**config.mk**
```make
export PLATFORM = sky130hd
export DESIGN_NAME = pc_card_host_access_decode
export DESIGN_NICKNAME = d
export VERILOG_FILES = /design/src/pccard_pkg.sv /design/src/pc_card_host_access_decode.sv
export SDC_FILE = /design/constraint.sdc
export NUM_CORES = 1
export LEC_CHECK = 0
export BUFFER_PORTS_ARGS = -buffer_cell sky130_fd_sc_hd__buf_2
export CAP_MARGIN = 25
export CORE_MARGIN = 2
export CORE_UTILIZATION = 25
export DETAILED_ROUTE_END_ITERATION = 12
export HOLD_SLACK_MARGIN = 0.02
export MAX_ROUTING_LAYER = met4
export PLACE_DENSITY = 0.41
export SLEW_MARGIN = 5
export SYNTH_ARGS = -nofsm -noshare
export SYNTH_HDL_FRONTEND = slang
export SYNTH_SLANG_ARGS = --single-unit
export TNS_END_PERCENT = 30
```
**constraint.sdc**
```tcl
create_clock -name clk_i -period 2.7 [get_ports clk_i]
set_input_delay 0.135 -clock clk_i [delete_from_list [all_inputs] [get_ports clk_i]]
set_output_delay 0.135 -clock clk_i [all_outputs]
set_load 0.005 [all_outputs]
```
**src/pccard_pkg.sv**
```systemverilog
// Constants shared by the card-side host access decoder.
// Assumes an 8-bit local register port and a 10-bit card address bus.
package pccard_pkg;

  // Bus widths
  localparam int ADDR_W   = 10;
  localparam int DATA_W   = 8;
  localparam int IOBASE_W = 7;
  localparam int EMU_SEL  = 3;

  // Positions of the synchronised host inputs
  localparam int SYNC_W    = 7;
  localparam int SY_IORD   = 0;
  localparam int SY_IOWR   = 1;
  localparam int SY_WE     = 2;
  localparam int SY_OE     = 3;
  localparam int SY_CE     = 4;
  localparam int SY_REG    = 5;
  localparam int SY_RESET  = 6;

  // Host address bit that moves attribute accesses to the config space
  localparam int ADDR_CFG_BIT = 9;

  // Local register port map (byte offsets)
  localparam logic [7:0] REG_CTRL   = 8'h00;
  localparam logic [7:0] REG_IOBASE = 8'h01;
  localparam logic [7:0] REG_COR    = 8'h02;
  localparam logic [7:0] REG_EMUFLG = 8'h03;
  localparam logic [7:0] REG_EMU    = 8'h08;
  localparam logic [7:0] REG_ATTR   = 8'h40;

  // Field positions
  localparam int CTRL_READY = 0;
  localparam int CTRL_ANYIO = 1;
  localparam int COR_IOEN   = 0;

  // Reset values
  localparam logic [7:0]          CTRL_RST   = 8'h00;
  localparam logic [7:0]          COR_RST    = 8'h00;
  localparam logic [IOBASE_W-1:0] IOBASE_RST = 7'h00;
  // Synchroniser idle: strobes high (inactive), card reset stage low
  localparam logic [SYNC_W-1:0]   SYNC_IDLE  = 7'h3F;

endpackage

```
**src/pc_card_host_access_decode.sv**
```systemverilog
// Card-side decode of host PC Card cycles: attribute memory,
// configuration option register and eight UART-emulation registers.
// Assumes host address/data are stable around the strobes; strobes are
// synchronised here. One local processor reaches the block over a plain port.
// Timing overview, one clock of 10 ns:
//   Every host strobe and the card reset pass two flip-flops (s1, s2)
//   before the decode acts on them. A strobe that goes low in
//   cycle c0 is therefore seen by the decode from cycle c2 on, and a
//   strobe that rises in cycle ck is seen inactive from cycle ck+2.
//
//   Attribute / configuration write:
//     c0      write strobe, card select and space select low
//     c0..    address and data are latched straight from the pins while
//             the live strobes are low, so the stored byte is the one
//             the host presented during the strobe
//     ck      host raises the write strobe or the card select
//     ck+2    synchronised decode drops; commit happens at this edge
//     ck+3    new value visible to reads
//   The commit is dropped without any indication when the card is not
//   configured for I/O and not ready.
//
//   Attribute / configuration read:
//     c2      data enable rises, first cycle still carries old data
//     c3      read data from the registered output stands
//   Hosts must hold the strobe for at least four cycles.
//
//   I/O read:
//     c2      input acknowledge low (in range, or answer-all mode)
//     c3      emulation register data stands
//   In answer-all mode an out-of-range read is acknowledged but the
//   data bus is not driven, so the host sees its own bus value.
//
//   I/O write (in range only):
//     committed two cycles after the write strobe rises and flags the
//     written emulation register for the local processor.
//
// Limitation: address and data are taken as synchronous to the clock;
// only the strobes are synchronised. A strobe shorter than one clock may
// be missed entirely by the decode.
//
// Design decisions made here: the address map and the strobed register port.
`timescale 1ns/1ns
`default_nettype none

module pc_card_host_access_decode #(
  parameter int ATTR_DEPTH = 32
) (
  // Clock and reset
  input  wire logic                          clk_i,
  input  wire logic                          rst_i,
  // Host card bus
  input  wire logic [pccard_pkg::ADDR_W-1:0] card_addr_bus_i,
  input  wire logic [pccard_pkg::DATA_W-1:0] card_data_bus_i,
  output logic      [pccard_pkg::DATA_W-1:0] card_data_bus_o,
  output logic                               card_data_bus_oe_o,
  input  wire logic                          io_read_strobe_n_i,
  input  wire logic                          io_write_strobe_n_i,
  input  wire logic                          mem_write_strobe_n_i,
  input  wire logic                          mem_output_strobe_n_i,
  input  wire logic                          card_select_low_i,
  input  wire logic                          attr_space_select_n_i,
  input  wire logic                          card_reset_in_i,
  output logic                               input_ack_out_n_o,
  output logic                               ready_irq_line_o,
  // Local processor register port
  input  wire logic [7:0]                    cpu_addr_i,
  input  wire logic [7:0]                    cpu_wdata_i,
  input  wire logic                          cpu_wr_i,
  input  wire logic                          cpu_rd_i,
  output logic      [7:0]                    cpu_rdata_o
);

  localparam int AW = $clog2(ATTR_DEPTH);

  typedef struct packed {
    logic [pccard_pkg::SYNC_W-1:0]   s1;
    logic [pccard_pkg::SYNC_W-1:0]   s2;
    logic                            mw_prev;
    logic                            iw_prev;
    logic [pccard_pkg::ADDR_W-1:0]   lat_addr;
    logic [7:0]                      lat_data;
    logic [ATTR_DEPTH-1:0][7:0]      attr;
    logic [7:0][7:0]                 emu;
    logic [7:0]                      emu_flg;
    logic [7:0]                      cor;
    logic [7:0]                      ctrl;
    logic [pccard_pkg::IOBASE_W-1:0] io_base;
    logic [7:0]                      dout;
    logic [7:0]                      crd;
  } state_t;

  state_t r;
  state_t r_nxt;

  ////////////////////////////////////////////////////////////////////////
  // Decode of the synchronised strobes

  logic          sel;
  logic          io_en;
  logic          io_hit;
  logic          mw_act;
  logic          mr_act;
  logic          ir_act;
  logic          iw_act;
  logic [AW-1:0] rd_idx;
  logic          rd_hit;
  logic [AW-1:0] wr_idx;
  logic          wr_hit;
  logic [AW-1:0] cpu_idx;
  logic          mw_raw;
  logic          iw_raw;

  // Only the second synchroniser stage is looked at
  assign sel    = ~r.s2[pccard_pkg::SY_CE] & ~r.s2[pccard_pkg::SY_REG];
  assign io_en  = r.cor[pccard_pkg::COR_IOEN];
  assign io_hit = card_addr_bus_i[9:3] == r.io_base;
  assign mw_act = sel & ~r.s2[pccard_pkg::SY_WE];
  assign mr_act = sel & ~r.s2[pccard_pkg::SY_OE];
  assign ir_act = sel & io_en & ~r.s2[pccard_pkg::SY_IORD];
  assign iw_act = sel & io_en & io_hit & ~r.s2[pccard_pkg::SY_IOWR];

  // Attribute bytes sit at even addresses; bit 0 is ignored
  assign rd_idx  = card_addr_bus_i[1 +: AW];
  assign rd_hit  = card_addr_bus_i[8:1] < 8'(ATTR_DEPTH);
  assign wr_idx  = r.lat_addr[1 +: AW];
  assign wr_hit  = r.lat_addr[8:1] < 8'(ATTR_DEPTH);
  assign cpu_idx = cpu_addr_i[AW-1:0];

  // Capture qualifiers taken straight from the pins. The synchronised
  // decode lags two cycles, so by the time it drops the host may already
  // have moved the data bus; latching on the live strobes keeps the byte
  // that stood while the strobe was low.
  assign mw_raw = ~mem_write_strobe_n_i & ~card_select_low_i & ~attr_space_select_n_i;
  assign iw_raw = ~io_write_strobe_n_i & ~card_select_low_i & ~attr_space_select_n_i &
                  io_en & io_hit;

  ////////////////////////////////////////////////////////////////////////
  // Next-state logic

  always_comb begin
    r_nxt = r;

    // Two-stage synchroniser for strobes and card reset
    r_nxt.s1 = {card_reset_in_i, attr_space_select_n_i, card_select_low_i,
                mem_output_strobe_n_i, mem_write_strobe_n_i,
                io_write_strobe_n_i, io_read_strobe_n_i};
    r_nxt.s2 = r.s1;

    // Keep the last address and data seen while a write strobe is low,
    // so the commit at the closing edge uses values from inside the cycle
    if (mw_raw || iw_raw) begin
      r_nxt.lat_addr = card_addr_bus_i;
      r_nxt.lat_data = card_data_bus_i;
    end
    r_nxt.mw_prev = mw_act;
    r_nxt.iw_prev = iw_act;

    // Local processor writes; host commits below override them
    if (cpu_wr_i) begin
      if (cpu_addr_i == pccard_pkg::REG_CTRL) begin
        r_nxt.ctrl = cpu_wdata_i;
      end else if (cpu_addr_i == pccard_pkg::REG_IOBASE) begin
        r_nxt.io_base = cpu_wdata_i[pccard_pkg::IOBASE_W-1:0];
      end else if (cpu_addr_i == pccard_pkg::REG_EMUFLG) begin
        r_nxt.emu_flg = r.emu_flg & ~cpu_wdata_i;
      end else if (cpu_addr_i[7:3] == pccard_pkg::REG_EMU[7:3]) begin
        r_nxt.emu[cpu_addr_i[2:0]] = cpu_wdata_i;
      end else if (cpu_addr_i[7:6] == pccard_pkg::REG_ATTR[7:6] &&
                   cpu_addr_i[5:0] < 6'(ATTR_DEPTH)) begin
        r_nxt.attr[cpu_idx] = cpu_wdata_i;
      end
    end

    // Attribute/config write closes when write strobe or select rises
    if (r.mw_prev && !mw_act &&
        (io_en || r.ctrl[pccard_pkg::CTRL_READY])) begin
      if (r.lat_addr[pccard_pkg::ADDR_CFG_BIT]) begin
        if (r.lat_addr[2:1] == 2'h0) begin
          r_nxt.cor = r.lat_data;
        end
      end else if (wr_hit) begin
        r_nxt.attr[wr_idx] = r.lat_data;
      end
    end

    // Emulation register write; the flag set wins over a clear
    if (r.iw_prev && !iw_act) begin
      r_nxt.emu[r.lat_addr[2:0]]     = r.lat_data;
      r_nxt.emu_flg[r.lat_addr[2:0]] = 1'b1;
    end

    // Card reset drops back to memory-only and busy
    if (r.s2[pccard_pkg::SY_RESET]) begin
      r_nxt.cor                        = pccard_pkg::COR_RST;
      r_nxt.ctrl[pccard_pkg::CTRL_READY] = 1'b0;
    end

    // Host read data, registered one cycle behind the decode
    if (mr_act) begin
      if (card_addr_bus_i[pccard_pkg::ADDR_CFG_BIT]) begin
        r_nxt.dout = (card_addr_bus_i[2:1] == 2'h0) ? r.cor : 8'h00;
      end else begin
        r_nxt.dout = rd_hit ? r.attr[rd_idx] : 8'h00;
      end
    end else begin
      r_nxt.dout = r.emu[card_addr_bus_i[2:0]];
    end

    // Local read data, valid in the cycle after the read strobe
    r_nxt.crd = 8'h00;
    if (cpu_rd_i) begin
      if (cpu_addr_i == pccard_pkg::REG_CTRL) begin
        r_nxt.crd = r.ctrl;
      end else if (cpu_addr_i == pccard_pkg::REG_IOBASE) begin
        r_nxt.crd = {1'b0, r.io_base};
      end else if (cpu_addr_i == pccard_pkg::REG_COR) begin
        r_nxt.crd = r.cor;
      end else if (cpu_addr_i == pccard_pkg::REG_EMUFLG) begin
        r_nxt.crd = r.emu_flg;
      end else if (cpu_addr_i[7:3] == pccard_pkg::REG_EMU[7:3]) begin
        r_nxt.crd = r.emu[cpu_addr_i[2:0]];
      end else if (cpu_addr_i[7:6] == pccard_pkg::REG_ATTR[7:6] &&
                   cpu_addr_i[5:0] < 6'(ATTR_DEPTH)) begin
        r_nxt.crd = r.attr[cpu_idx];
      end
    end
  end

  ////////////////////////////////////////////////////////////////////////
  // State register

  // Synchroniser idles with strobes high and card reset low, so neither a
  // strobe nor a card reset looks active in the first cycles after reset;
  // a local write to the control register right after release must stick
  always_ff @(posedge clk_i) begin
    if (rst_i) begin
      r         <= '0;
      r.s1      <= pccard_pkg::SYNC_IDLE;
      r.s2      <= pccard_pkg::SYNC_IDLE;
      r.ctrl    <= pccard_pkg::CTRL_RST;
      r.cor     <= pccard_pkg::COR_RST;
      r.io_base <= pccard_pkg::IOBASE_RST;
    end else begin
      r <= r_nxt;
    end
  end

  ////////////////////////////////////////////////////////////////////////
  // Outputs

  // Acknowledge follows the synchronised read strobe, two cycles late
  assign input_ack_out_n_o  = ~(ir_act &
                                (io_hit | r.ctrl[pccard_pkg::CTRL_ANYIO]));
  assign card_data_bus_oe_o = mr_act | (ir_act & io_hit);
  assign card_data_bus_o    = r.dout;
  assign ready_irq_line_o   = r.ctrl[pccard_pkg::CTRL_READY];
  assign cpu_rdata_o        = r.crd;

endmodule // pc_card_host_access_decode

`default_nettype wire

```
* Word level (Yosys, flattened, before mapping) *
Cells that the tools add are included.

word-level totals
  word-level logic and storage cells = 169
  input port bits = 45
  register bits after elaboration = 401

operators by class
  eq/ne operators = 6
  magnitude comparators = 13
  reduce and logical (&&, ||, !) cells = 20
  bitwise logic cells = 33
  muxes and demuxes = 44

operator list
  cell                                                 count
  two-way mux 256 bit                                  5
  two-way mux 328 bit                                  3
  bitwise mux 256 bit                                  2
  two-way mux 320 bit                                  1
  two-way mux 8 bit                                    19
  bitwise mux 64 bit                                   2
  binary-select mux 8 bit (select 5 bit)               2
  demux 8 bit (select 5 bit)                           2
  two-way mux 72 bit                                   1
  two-way mux 64 bit                                   1
  binary-select mux 8 bit (select 3 bit)               2
  demux 8 bit (select 3 bit)                           2
  < comparator 5 x 6 -> 1 bit, second input constant   3
  == test 8 x 2 -> 1 bit, second input constant        2
  < comparator 8 x 6 -> 1 bit, second input constant   2
  AND 1 bit                                            15
  inverter 1 bit                                       13
  < comparator 3 x 4 -> 1 bit, second input constant   3
  >= comparator 5 x 1 -> 1 bit, second input constant  2
  AND 8 bit                                            1
  == test 8 x 1 -> 1 bit, second input constant        1
  logical AND 1 bit                                    8
  zero test 8 bit                                      1
  inverter 8 bit                                       1
  other kinds (15)                                     22

* Longest topological paths before layout *
Gate-level depths: netlist (run 1).

  depth after elaboration = 15
  mapped depth = 9
  gate-level depth less buffers = 5

* Least setup slack after synthesis (run 1) *
No wires, ideal clock.

  path kind = register -> register
  start point = reg r[384] (netlist name)
  end point = reg r[239] (netlist name)
  arrival = 1.973 ns
  setup slack = 0.636 ns
  cell stages (with the launch flop) = 6
  cells stage by stage = dfxtp_1 > or4_4 > nor4_4 > nand2_2 > buf_2 > a311oi_1

on the way
  longest elaborated chain between the ends = 2

RTL lines
  item                    RTL line                           text
  start, declared         pc_card_host_access_decode.sv:92   state_t r;
  start signal, assigned  pc_card_host_access_decode.sv:244  r <= r_nxt;
  two-way mux 256 bit     pc_card_host_access_decode.sv:177  if (r.lat_addr[pccard_pkg::ADDR_CFG_BIT]) begin
  two-way mux 256 bit     pc_card_host_access_decode.sv:175  if (r.mw_prev && !mw_act &&

No other way between the ends.
A chain may end at the register's enable or synchronous reset.

* Final worst setup path (run 1) *
  start point = reg r[165] (netlist name)
  end point = reg r, in the netlist card_data_bus_o[6]

on the way
  longest elaborated chain between the ends = 5

RTL lines
  item                                     RTL line                           text
  binary-select mux 8 bit (select 5 bit)   pc_card_host_access_decode.sv:203  r_nxt.dout = rd_hit ? r.attr[rd_idx] : 8'h00;
  two-way mux 8 bit (not written as such)  pc_card_host_access_decode.sv:203
  two-way mux 8 bit                        pc_card_host_access_decode.sv:203
  two-way mux 8 bit                        pc_card_host_access_decode.sv:200  if (card_addr_bus_i[pccard_pkg::ADDR_CFG_BIT]) begin
  two-way mux 8 bit                        pc_card_host_access_decode.sv:199  if (mr_act) begin

No other way between the ends. The select of a mux whose other input is x is not followed.

==> results by group, run 1 <==
Status
  • Outcome: completed

STA
  • Clock Skew: 0.0507 ns
  • RSZ-0062 raised after global routing: false
  • Fin. max-slew vios: 0
  • Worst setup margin: 0.275 ns
  • Tcrit/Tclk final: 0.898
  • Maximum clock frequency: 0.412 GHz
  • Actual slew at the worst max-slew pin: 1.01 ns
  • Fin crit period: 2.43 ns
  • Final setup viols: 0
  • Final setup TNS: 0 ns
  • Slew HR: 0.329
  • Final Hold Slack: 0.0682 ns
  • Final hold vios: 0

Yosys
  • Post-synth top area share: 0.340
  • Sequential fraction of the synthesis area: 0.340
  • Main synth FF type: dfxtp_1
  • Distinct cell type count after synthesis: 68
  • Async S/R FF share, synth: 0
  • Syn_area_per_cell: 9.10 um^2
  • Area leader, netlist: dfxtp_1
  • Register bit total from synthesis: 401
  • Post-Syn Area: 0.0236 mm^2
  • Net Count, Synth: 2644
  • Mapped Cells: 2599
  • Post-synth EDFFs: 0
  • Ys Warns: 0
  • Area contributors post-synth: dfxtp_1, mux4_2, mux2i_1

Clock network
  • H-tree depth: 2
  • Clock latency on the worst-skew pair: 0.65 ns
  • CTS clk-pin slew, worst paths: 0.06 ns
  • Clk sinks: 401
  • CTS buffer count: 51
  • CTS tree: built
  • CTS resizes: 0
  • Clk root buf: clkbuf_16
  • Clock buffer depth: 3

Layout
  • Nets: 2613
  • P&R area growth vs syn: 17.3%
  • Share of layout cells above drive strength 1: 0.206
  • Final instance area: 0.0277 mm^2

Route
  • DR vias: 22000
  • Antenna-violating nets left: 0
  • DRT Pass-1 Iters: 7
  • Post-route DRC: 0
  • Vias per inst: 5.70
  • DRT Wirelength: 109000 um
  • Post-DR wirelength/cell: 28.2 um
  • Iteration-0 DRC Markers: 2399

Floorplan
  • I/O pins: 64
  • Die Area: 0.0970 mm^2
  • Starting Density: 0.253
  • Die extent in y: 312 um
  • Core Rows: 112
  • Die X: 312 um
  • Core Box Area: 0.0935 mm^2

Power and ir drop
  • Seq pwr share: 0.413
  • Psw: 3.87 mW
  • Pint: 10.7 mW
  • Pwr/cell area: 526 mW/mm^2
  • Tot Pwr: 14.6 mW
  • Leakage: 9.94 nW
  • Clock power frac: 0.507
  • Sw Ratio: 0.265
  • Comb pwr share: 0.080
  • Max IR drop VDD: 462 uV

Place
  • Port bufs: 63
  • Area after DPL: 0.0256 mm^2
  • Gpl congestion: 0.928
  • Post-Place Worst Slack: 0.0555 ns
  • DPL Wire Length: 74300 um

Global routing
  • Initial antenna violation count: 5
  • Vias in the first global route: 20900
  • First-pass GRT wire length: 157000 um
  • All-Layer GR Usage: 0.224
  • Largest net degree at the start of global routing: 169
  • Global route total overflow: 0

Critical path
  • Worst EP arrival: 2.96 ns
  • CP startpoint kind: register
  • Worst Setup Path Type: register to register
  • Critical-path maximum fanout: 3
  • Required @ worst endpoint: 3.24 ns
  • Endpoint class of the critical path: register

Flow run
  • Number of max-cap violations: 0

Worst hold path
  • Hold Path Class: primary input to register
==> metrics by stage <==
stage / std cells / utilization
2_1_floorplan: 2599 / -
4_1_cts: 3862 / 0.297
5_1_grt: 3865 / 0.297
3_3_place_gp: 3738 / 0.274
6_report: 3865 / 0.297
3_5_place_dp: 3738 / 0.274
==> cell usage after synthesis, types with 3 or more instances <==
library cell  instances
nor2_1              327
buf_2                68
o22ai_1              20
and3b_1               4
nor4_1                6
clkbuf_1            190
or3_1                 3
buf_4                17
buf_1                36
dfxtp_1             401
a22oi_1              24
nor4_4                4
o22a_1               12
inv_1                10
nand4_1               8
a211oi_1            153
a31oi_1               4
o32a_1                6
xnor2_1               7
nand3_1             188
or3b_2                4
o21ai_0              23
nand3b_1              5
clkbuf_2              3
nor3_2                4
mux4_2              144
nand2_1             212
mux2i_1             226
a311oi_1            168
a2bb2oi_1             3
mux2_2               17
o221ai_1              9
and2_1                7
or2_2                24
nor3_1               79
nand2b_1             49
and3_1                3
o2111ai_1             3
a21oi_1              41
nor2b_1               9
o2bb2ai_1             4
nand2_2              33
nor3b_1               6
nor3_4                5
==> cell usage in the layout (no fill, tap or decap), types with 10 or more instances in the layout <==
cell           count
clkbuf_8          13
clkbuf_16         52
nand2_1          212
o22a_1            12
nor3_1            79
buf_4            118
dlygate4sd3_1     31
buf_12            22
buf_2             58
mux4_2           144
o22ai_1           20
inv_1             10
a311oi_1         168
clkbuf_1          10
nor2_1           327
nand3_1          188
o21ai_0           23
or2_2             24
mux2_2            17
dfxtp_1          393
a211oi_1         152
mux2i_1          226
nand2b_1          49
nand2_2           33
a22oi_1           24
a21oi_1           40
==> cell type report <==
type	instances	area [um^2]
antenna	3	7.51
clock buffer	75	1520
inverter	11	41.3
sequential	401	8050
fill	9698	65700
multi-input combinational	1872	14300
timing repair buffer	231	1950
tap	1254	1570
clock inverter	18	287
==> per-layer routing <==
layer	vias to the layer above	GRT usage	routed length, um
met2	975	0.336	48800
met1	11200	0.309	49500
met4	0	0.0624	3050
met5	-	-	0
li1	9669	-	-
met3	160	0.0360	7740
==> registers in the layout, indices dropped and copies added (netlist names) <==
name	flops
r	383
io_en	1
ready_irq_line_o	1
card_data_bus_o	8
cpu_rdata_o	8
==> final timing paths <==
path                                   endpoint  cells past startpoint  slack (ns)         startpoint
setup / recovery  card_data_bus_o[6]$_SDFF_PP0_                      6        0.27  r[165]$_SDFF_PP0_
hold / removal        cpu_rdata_o[6]$_SDFF_PP0_                      5        0.07      cpu_addr_i[5]
setup reg to reg  card_data_bus_o[6]$_SDFF_PP0_                      6        0.27  r[165]$_SDFF_PP0_
hold reg to reg               r[392]$_SDFF_PP1_                      1        0.41  r[399]$_SDFF_PP1_
==> kinds of logic (layout without fill, tap and decap cells) <==
logic type | after synthesis | after routing | share of synthesized area
AND/OR/NAND/NOR | 989 | 989 | 0.198
AO/OA/AOI/OAI | 489 | 489 | 0.160
flip-flops | 401 | 401 | 0.340
multiplexers | 387 | 387 | 0.241
buffers and inverters | 326 | 335 | 0.0585
XOR/XNOR | 7 | 7 | 0.00259
other | 0 | 3 | 0
==> power by group through the flow <==
stage	registers, mW	logic (mW)	clock network [mW]
finish	6.03	1.16	7.39
CTS	6.03	1.16	7.51
detailed placement	6.16	1.12	0
floorplan	6.08	0.686	0
global placement	6.16	1.11	0
global route	6.03	1.22	7.72
==> worst max-delay path: stages (launching register included) <==
cell and delay, ns:
dfxtp_1 0.35, mux4_2 0.53, and2_0 0.20, a2111oi_0 0.63, buf_4 0.21, a31oi_1 0.06
a221o_1 0.37
==> repair_timing <==
| item | CTS | global route |
|---|---|---|
| hold buffers | 31 | 0 |
| endpoints found under the hold margin | 50 | 0 |
| buffers inserted | 0 | 0 |
Note: power is estimated with default switching activity, not from simulation.
==> inputs of run 2 (changes only) <==
==> constraint.sdc (replaced) <==
create_clock -name clk_i -period 2.3 [get_ports clk_i]
set_input_delay 0.115 -clock clk_i [delete_from_list [all_inputs] [get_ports clk_i]]
set_output_delay 0.115 -clock clk_i [all_outputs]
set_load 0.01 [all_outputs]
==> run 2 against run 1 <==
  * Register-to-register slack got worse by 0.25 ns
  * Clock power rose by 9.5%
  * Via count rose by 1.2%
  * Combinational power rose by 35%
  * Non-clock buffer count rose by 74
==> results by group, run 2 (synthesis results as in run 1) <==
STA
  • Clock Skew: 0.0437 ns
  • Final hold vios: 0
  • Maximum clock frequency: 0.439 GHz
  • Fin. max-slew vios: 0
  • Actual slew at the worst max-slew pin: 1.06 ns
  • Final Hold Slack: 0.0501 ns
  • Slew HR: 0.295
  • Final setup viols: 0
  • Tcrit/Tclk final: 0.990
  • RSZ-0062 raised after global routing: true
  • Fin crit period: 2.28 ns
  • Worst setup margin: 0.0219 ns

Power and ir drop
  • Pwr/cell area: 585 mW/mm^2
  • Clock power frac: 0.486
  • Leakage: 10.4 nW
  • Pint: 12.3 mW
  • Sw Ratio: 0.265
  • Max IR drop VDD: 586 uV
  • Seq pwr share: 0.420
  • Psw: 4.42 mW
  • Comb pwr share: 0.094

Clock network
  • Clock buffer depth: 3
  • Clk sinks: 401
  • CTS buffer count: 50
  • Clock latency on the worst-skew pair: 0.62 ns
  • H-tree depth: 2
  • CTS clk-pin slew, worst paths: 0.06 ns
  • CTS tree: built
  • Setup repair bufs after CTS: 0
  • Clk root buf: clkbuf_16

Global routing
  • First-pass GRT wire length: 160000 um
  • All-Layer GR Usage: 0.229
  • Vias in the first global route: 21700
  • Initial antenna violation count: 4
  • Global route total overflow: 0
  • Largest net degree at the start of global routing: 172

Route
  • DRT Pass-1 Iters: 6
  • DR vias: 22300
  • Iteration-0 DRC Markers: 2632
  • Post-route DRC: 0
  • Antenna-violating nets left: 0
  • DRT Wirelength: 111000 um
  • Post-DR wirelength/cell: 28.2 um
  • Vias per inst: 5.68

Critical path
  • Flop2flop setup slack: 0.02 ns
  • Required @ worst endpoint: 2.79 ns
  • Critical-path maximum fanout: 8
  • Worst Setup Path Type: register to register
  • R2R cell count: 5
  • Worst EP arrival: 2.76 ns
  • CP startpoint kind: register
  • Worst flop-to-flop path startpoint: r[392]$_SDFF_PP1_
  • Endpoint class of the critical path: register
  • Worst R2R End: card_data_bus_o[2]$_SDFF_PP0_

Floorplan
  • Die X: 312 um
  • I/O pins: 64
  • Die extent in y: 312 um
  • Starting Density: 0.253
  • Die Area: 0.0970 mm^2
  • Core Rows: 112
  • Core Box Area: 0.0935 mm^2

Layout
  • Non-filler instance count after layout: 3931
  • Share of layout cells above drive strength 1: 0.231
  • P&R area growth vs syn: 20.6%
  • Nets: 2686
  • Reg with most FFs: r
  • Fillers: 9627
  • Seq. cell area: 0.00804 mm^2
  • Most frequent cells in the layout: dfxtp_1, nor2_1, mux2i_1
  • Flip-flop count of the largest register after layout: 383
  • Commonest non-fill, non-tap cell in the layout: dfxtp_1
  • Multi-input gate area: 0.0143 mm^2

Place
  • DPL Wire Length: 75900 um
  • Gpl congestion: 0.905
  • Port bufs: 63
  • Placed cells: 3820
  • Post-Place Worst Slack: -0.124 ns

Worst hold path
  • Hold Path Cell Cnt: 3
  • Hold wc startpoint: cpu_wdata_i[0]
  • WHS Endpoint: r[143]$_SDFF_PP0_
  • Hold Path Class: primary input to register

Status
  • Outcome: completed

Flow run
  • Number of max-cap violations: 0
==> run 2: cell type report <==
type / count / area share
clock inverter: 10 / 0.00456
antenna: 2 / 0.000176
sequential: 401 / 0.282
multi-input combinational: 1872 / 0.503
tap: 1254 / 0.0550
timing repair buffer: 305 / 0.101
clock buffer: 76 / 0.0533
inverter: 11 / 0.00145
==> run 2: critical path, stage by stage, from the launching register on <==
cell and delay, ns:
dfxtp_1 0.37, or4_1 0.62, nor2_1 0.15, buf_4 0.21, o2111ai_1 0.32, o21ai_0 0.46
==> run 2: per-stage QoR <==
stage / area, um^2 / power, mW / TNS, ns / util
after floorplan: 23600 / 7.95 / 0 / -
after global placement: 26600 / 8.67 / -0.388 / 0.284
after detailed placement: 26600 / 8.68 / -0.356 / 0.284
after CTS: 28500 / 16.8 / 0 / 0.305
after global routing: 28500 / 17.1 / -0.00938 / 0.305
final: 28500 / 16.7 / 0 / 0.305
==> run 2: repair_timing <==
action,4_1_cts,5_1_grt
gates resized for setup,0,12
setup endpoints to repair,0,78
hold buffers,23,0
hold endpoints to repair,37,0
==> run 2: metal layers <==
metal | track usage | up-vias | wire length [um]
met5 | - | - | 0
met4 | 0.0788 | 0 | 4160
met3 | 0.0354 | 191 | 8020
met2 | 0.337 | 1048 | 48600
met1 | 0.317 | 11200 | 50000
li1 | - | 9825 | -
==> run 2: how the worst max path moves through the flow <==
| stage | start | endpoint | slack, ns |
|---|---|---|---|
| 4_1_cts | r[16]$_SDFFE_PP0P_ | card_data_bus_oe_o | 0.009 |
| 5_1_grt | r[173]$_SDFF_PP0_ | card_data_bus_o[6]$_SDFF_PP0_ | -0.009 |
| 2_1_floorplan | r[384]$_SDFFE_PP0P_ | r[239]$_SDFF_PP0_ | 0.24 |
| 6_report | r[392]$_SDFF_PP1_ | card_data_bus_o[2]$_SDFF_PP0_ | 0.02 |
| 3_5_place_dp | card_addr_bus_i[1] | card_data_bus_o[4]$_SDFF_PP0_ | -0.12 |
| 3_3_place_gp | card_addr_bus_i[1] | card_data_bus_o[4]$_SDFF_PP0_ | -0.11 |
==> run 2: power groups by stage <==
stage / clock, mW / combinational (mW) / sequential [mW]
floorplan: 0 / 0.805 / 7.14
global placement: 0 / 1.52 / 7.15
detailed placement: 0 / 1.52 / 7.15
CTS: 8.25 / 1.56 / 7.00
global route: 8.49 / 1.63 / 7.00
finish: 8.09 / 1.57 / 7.00
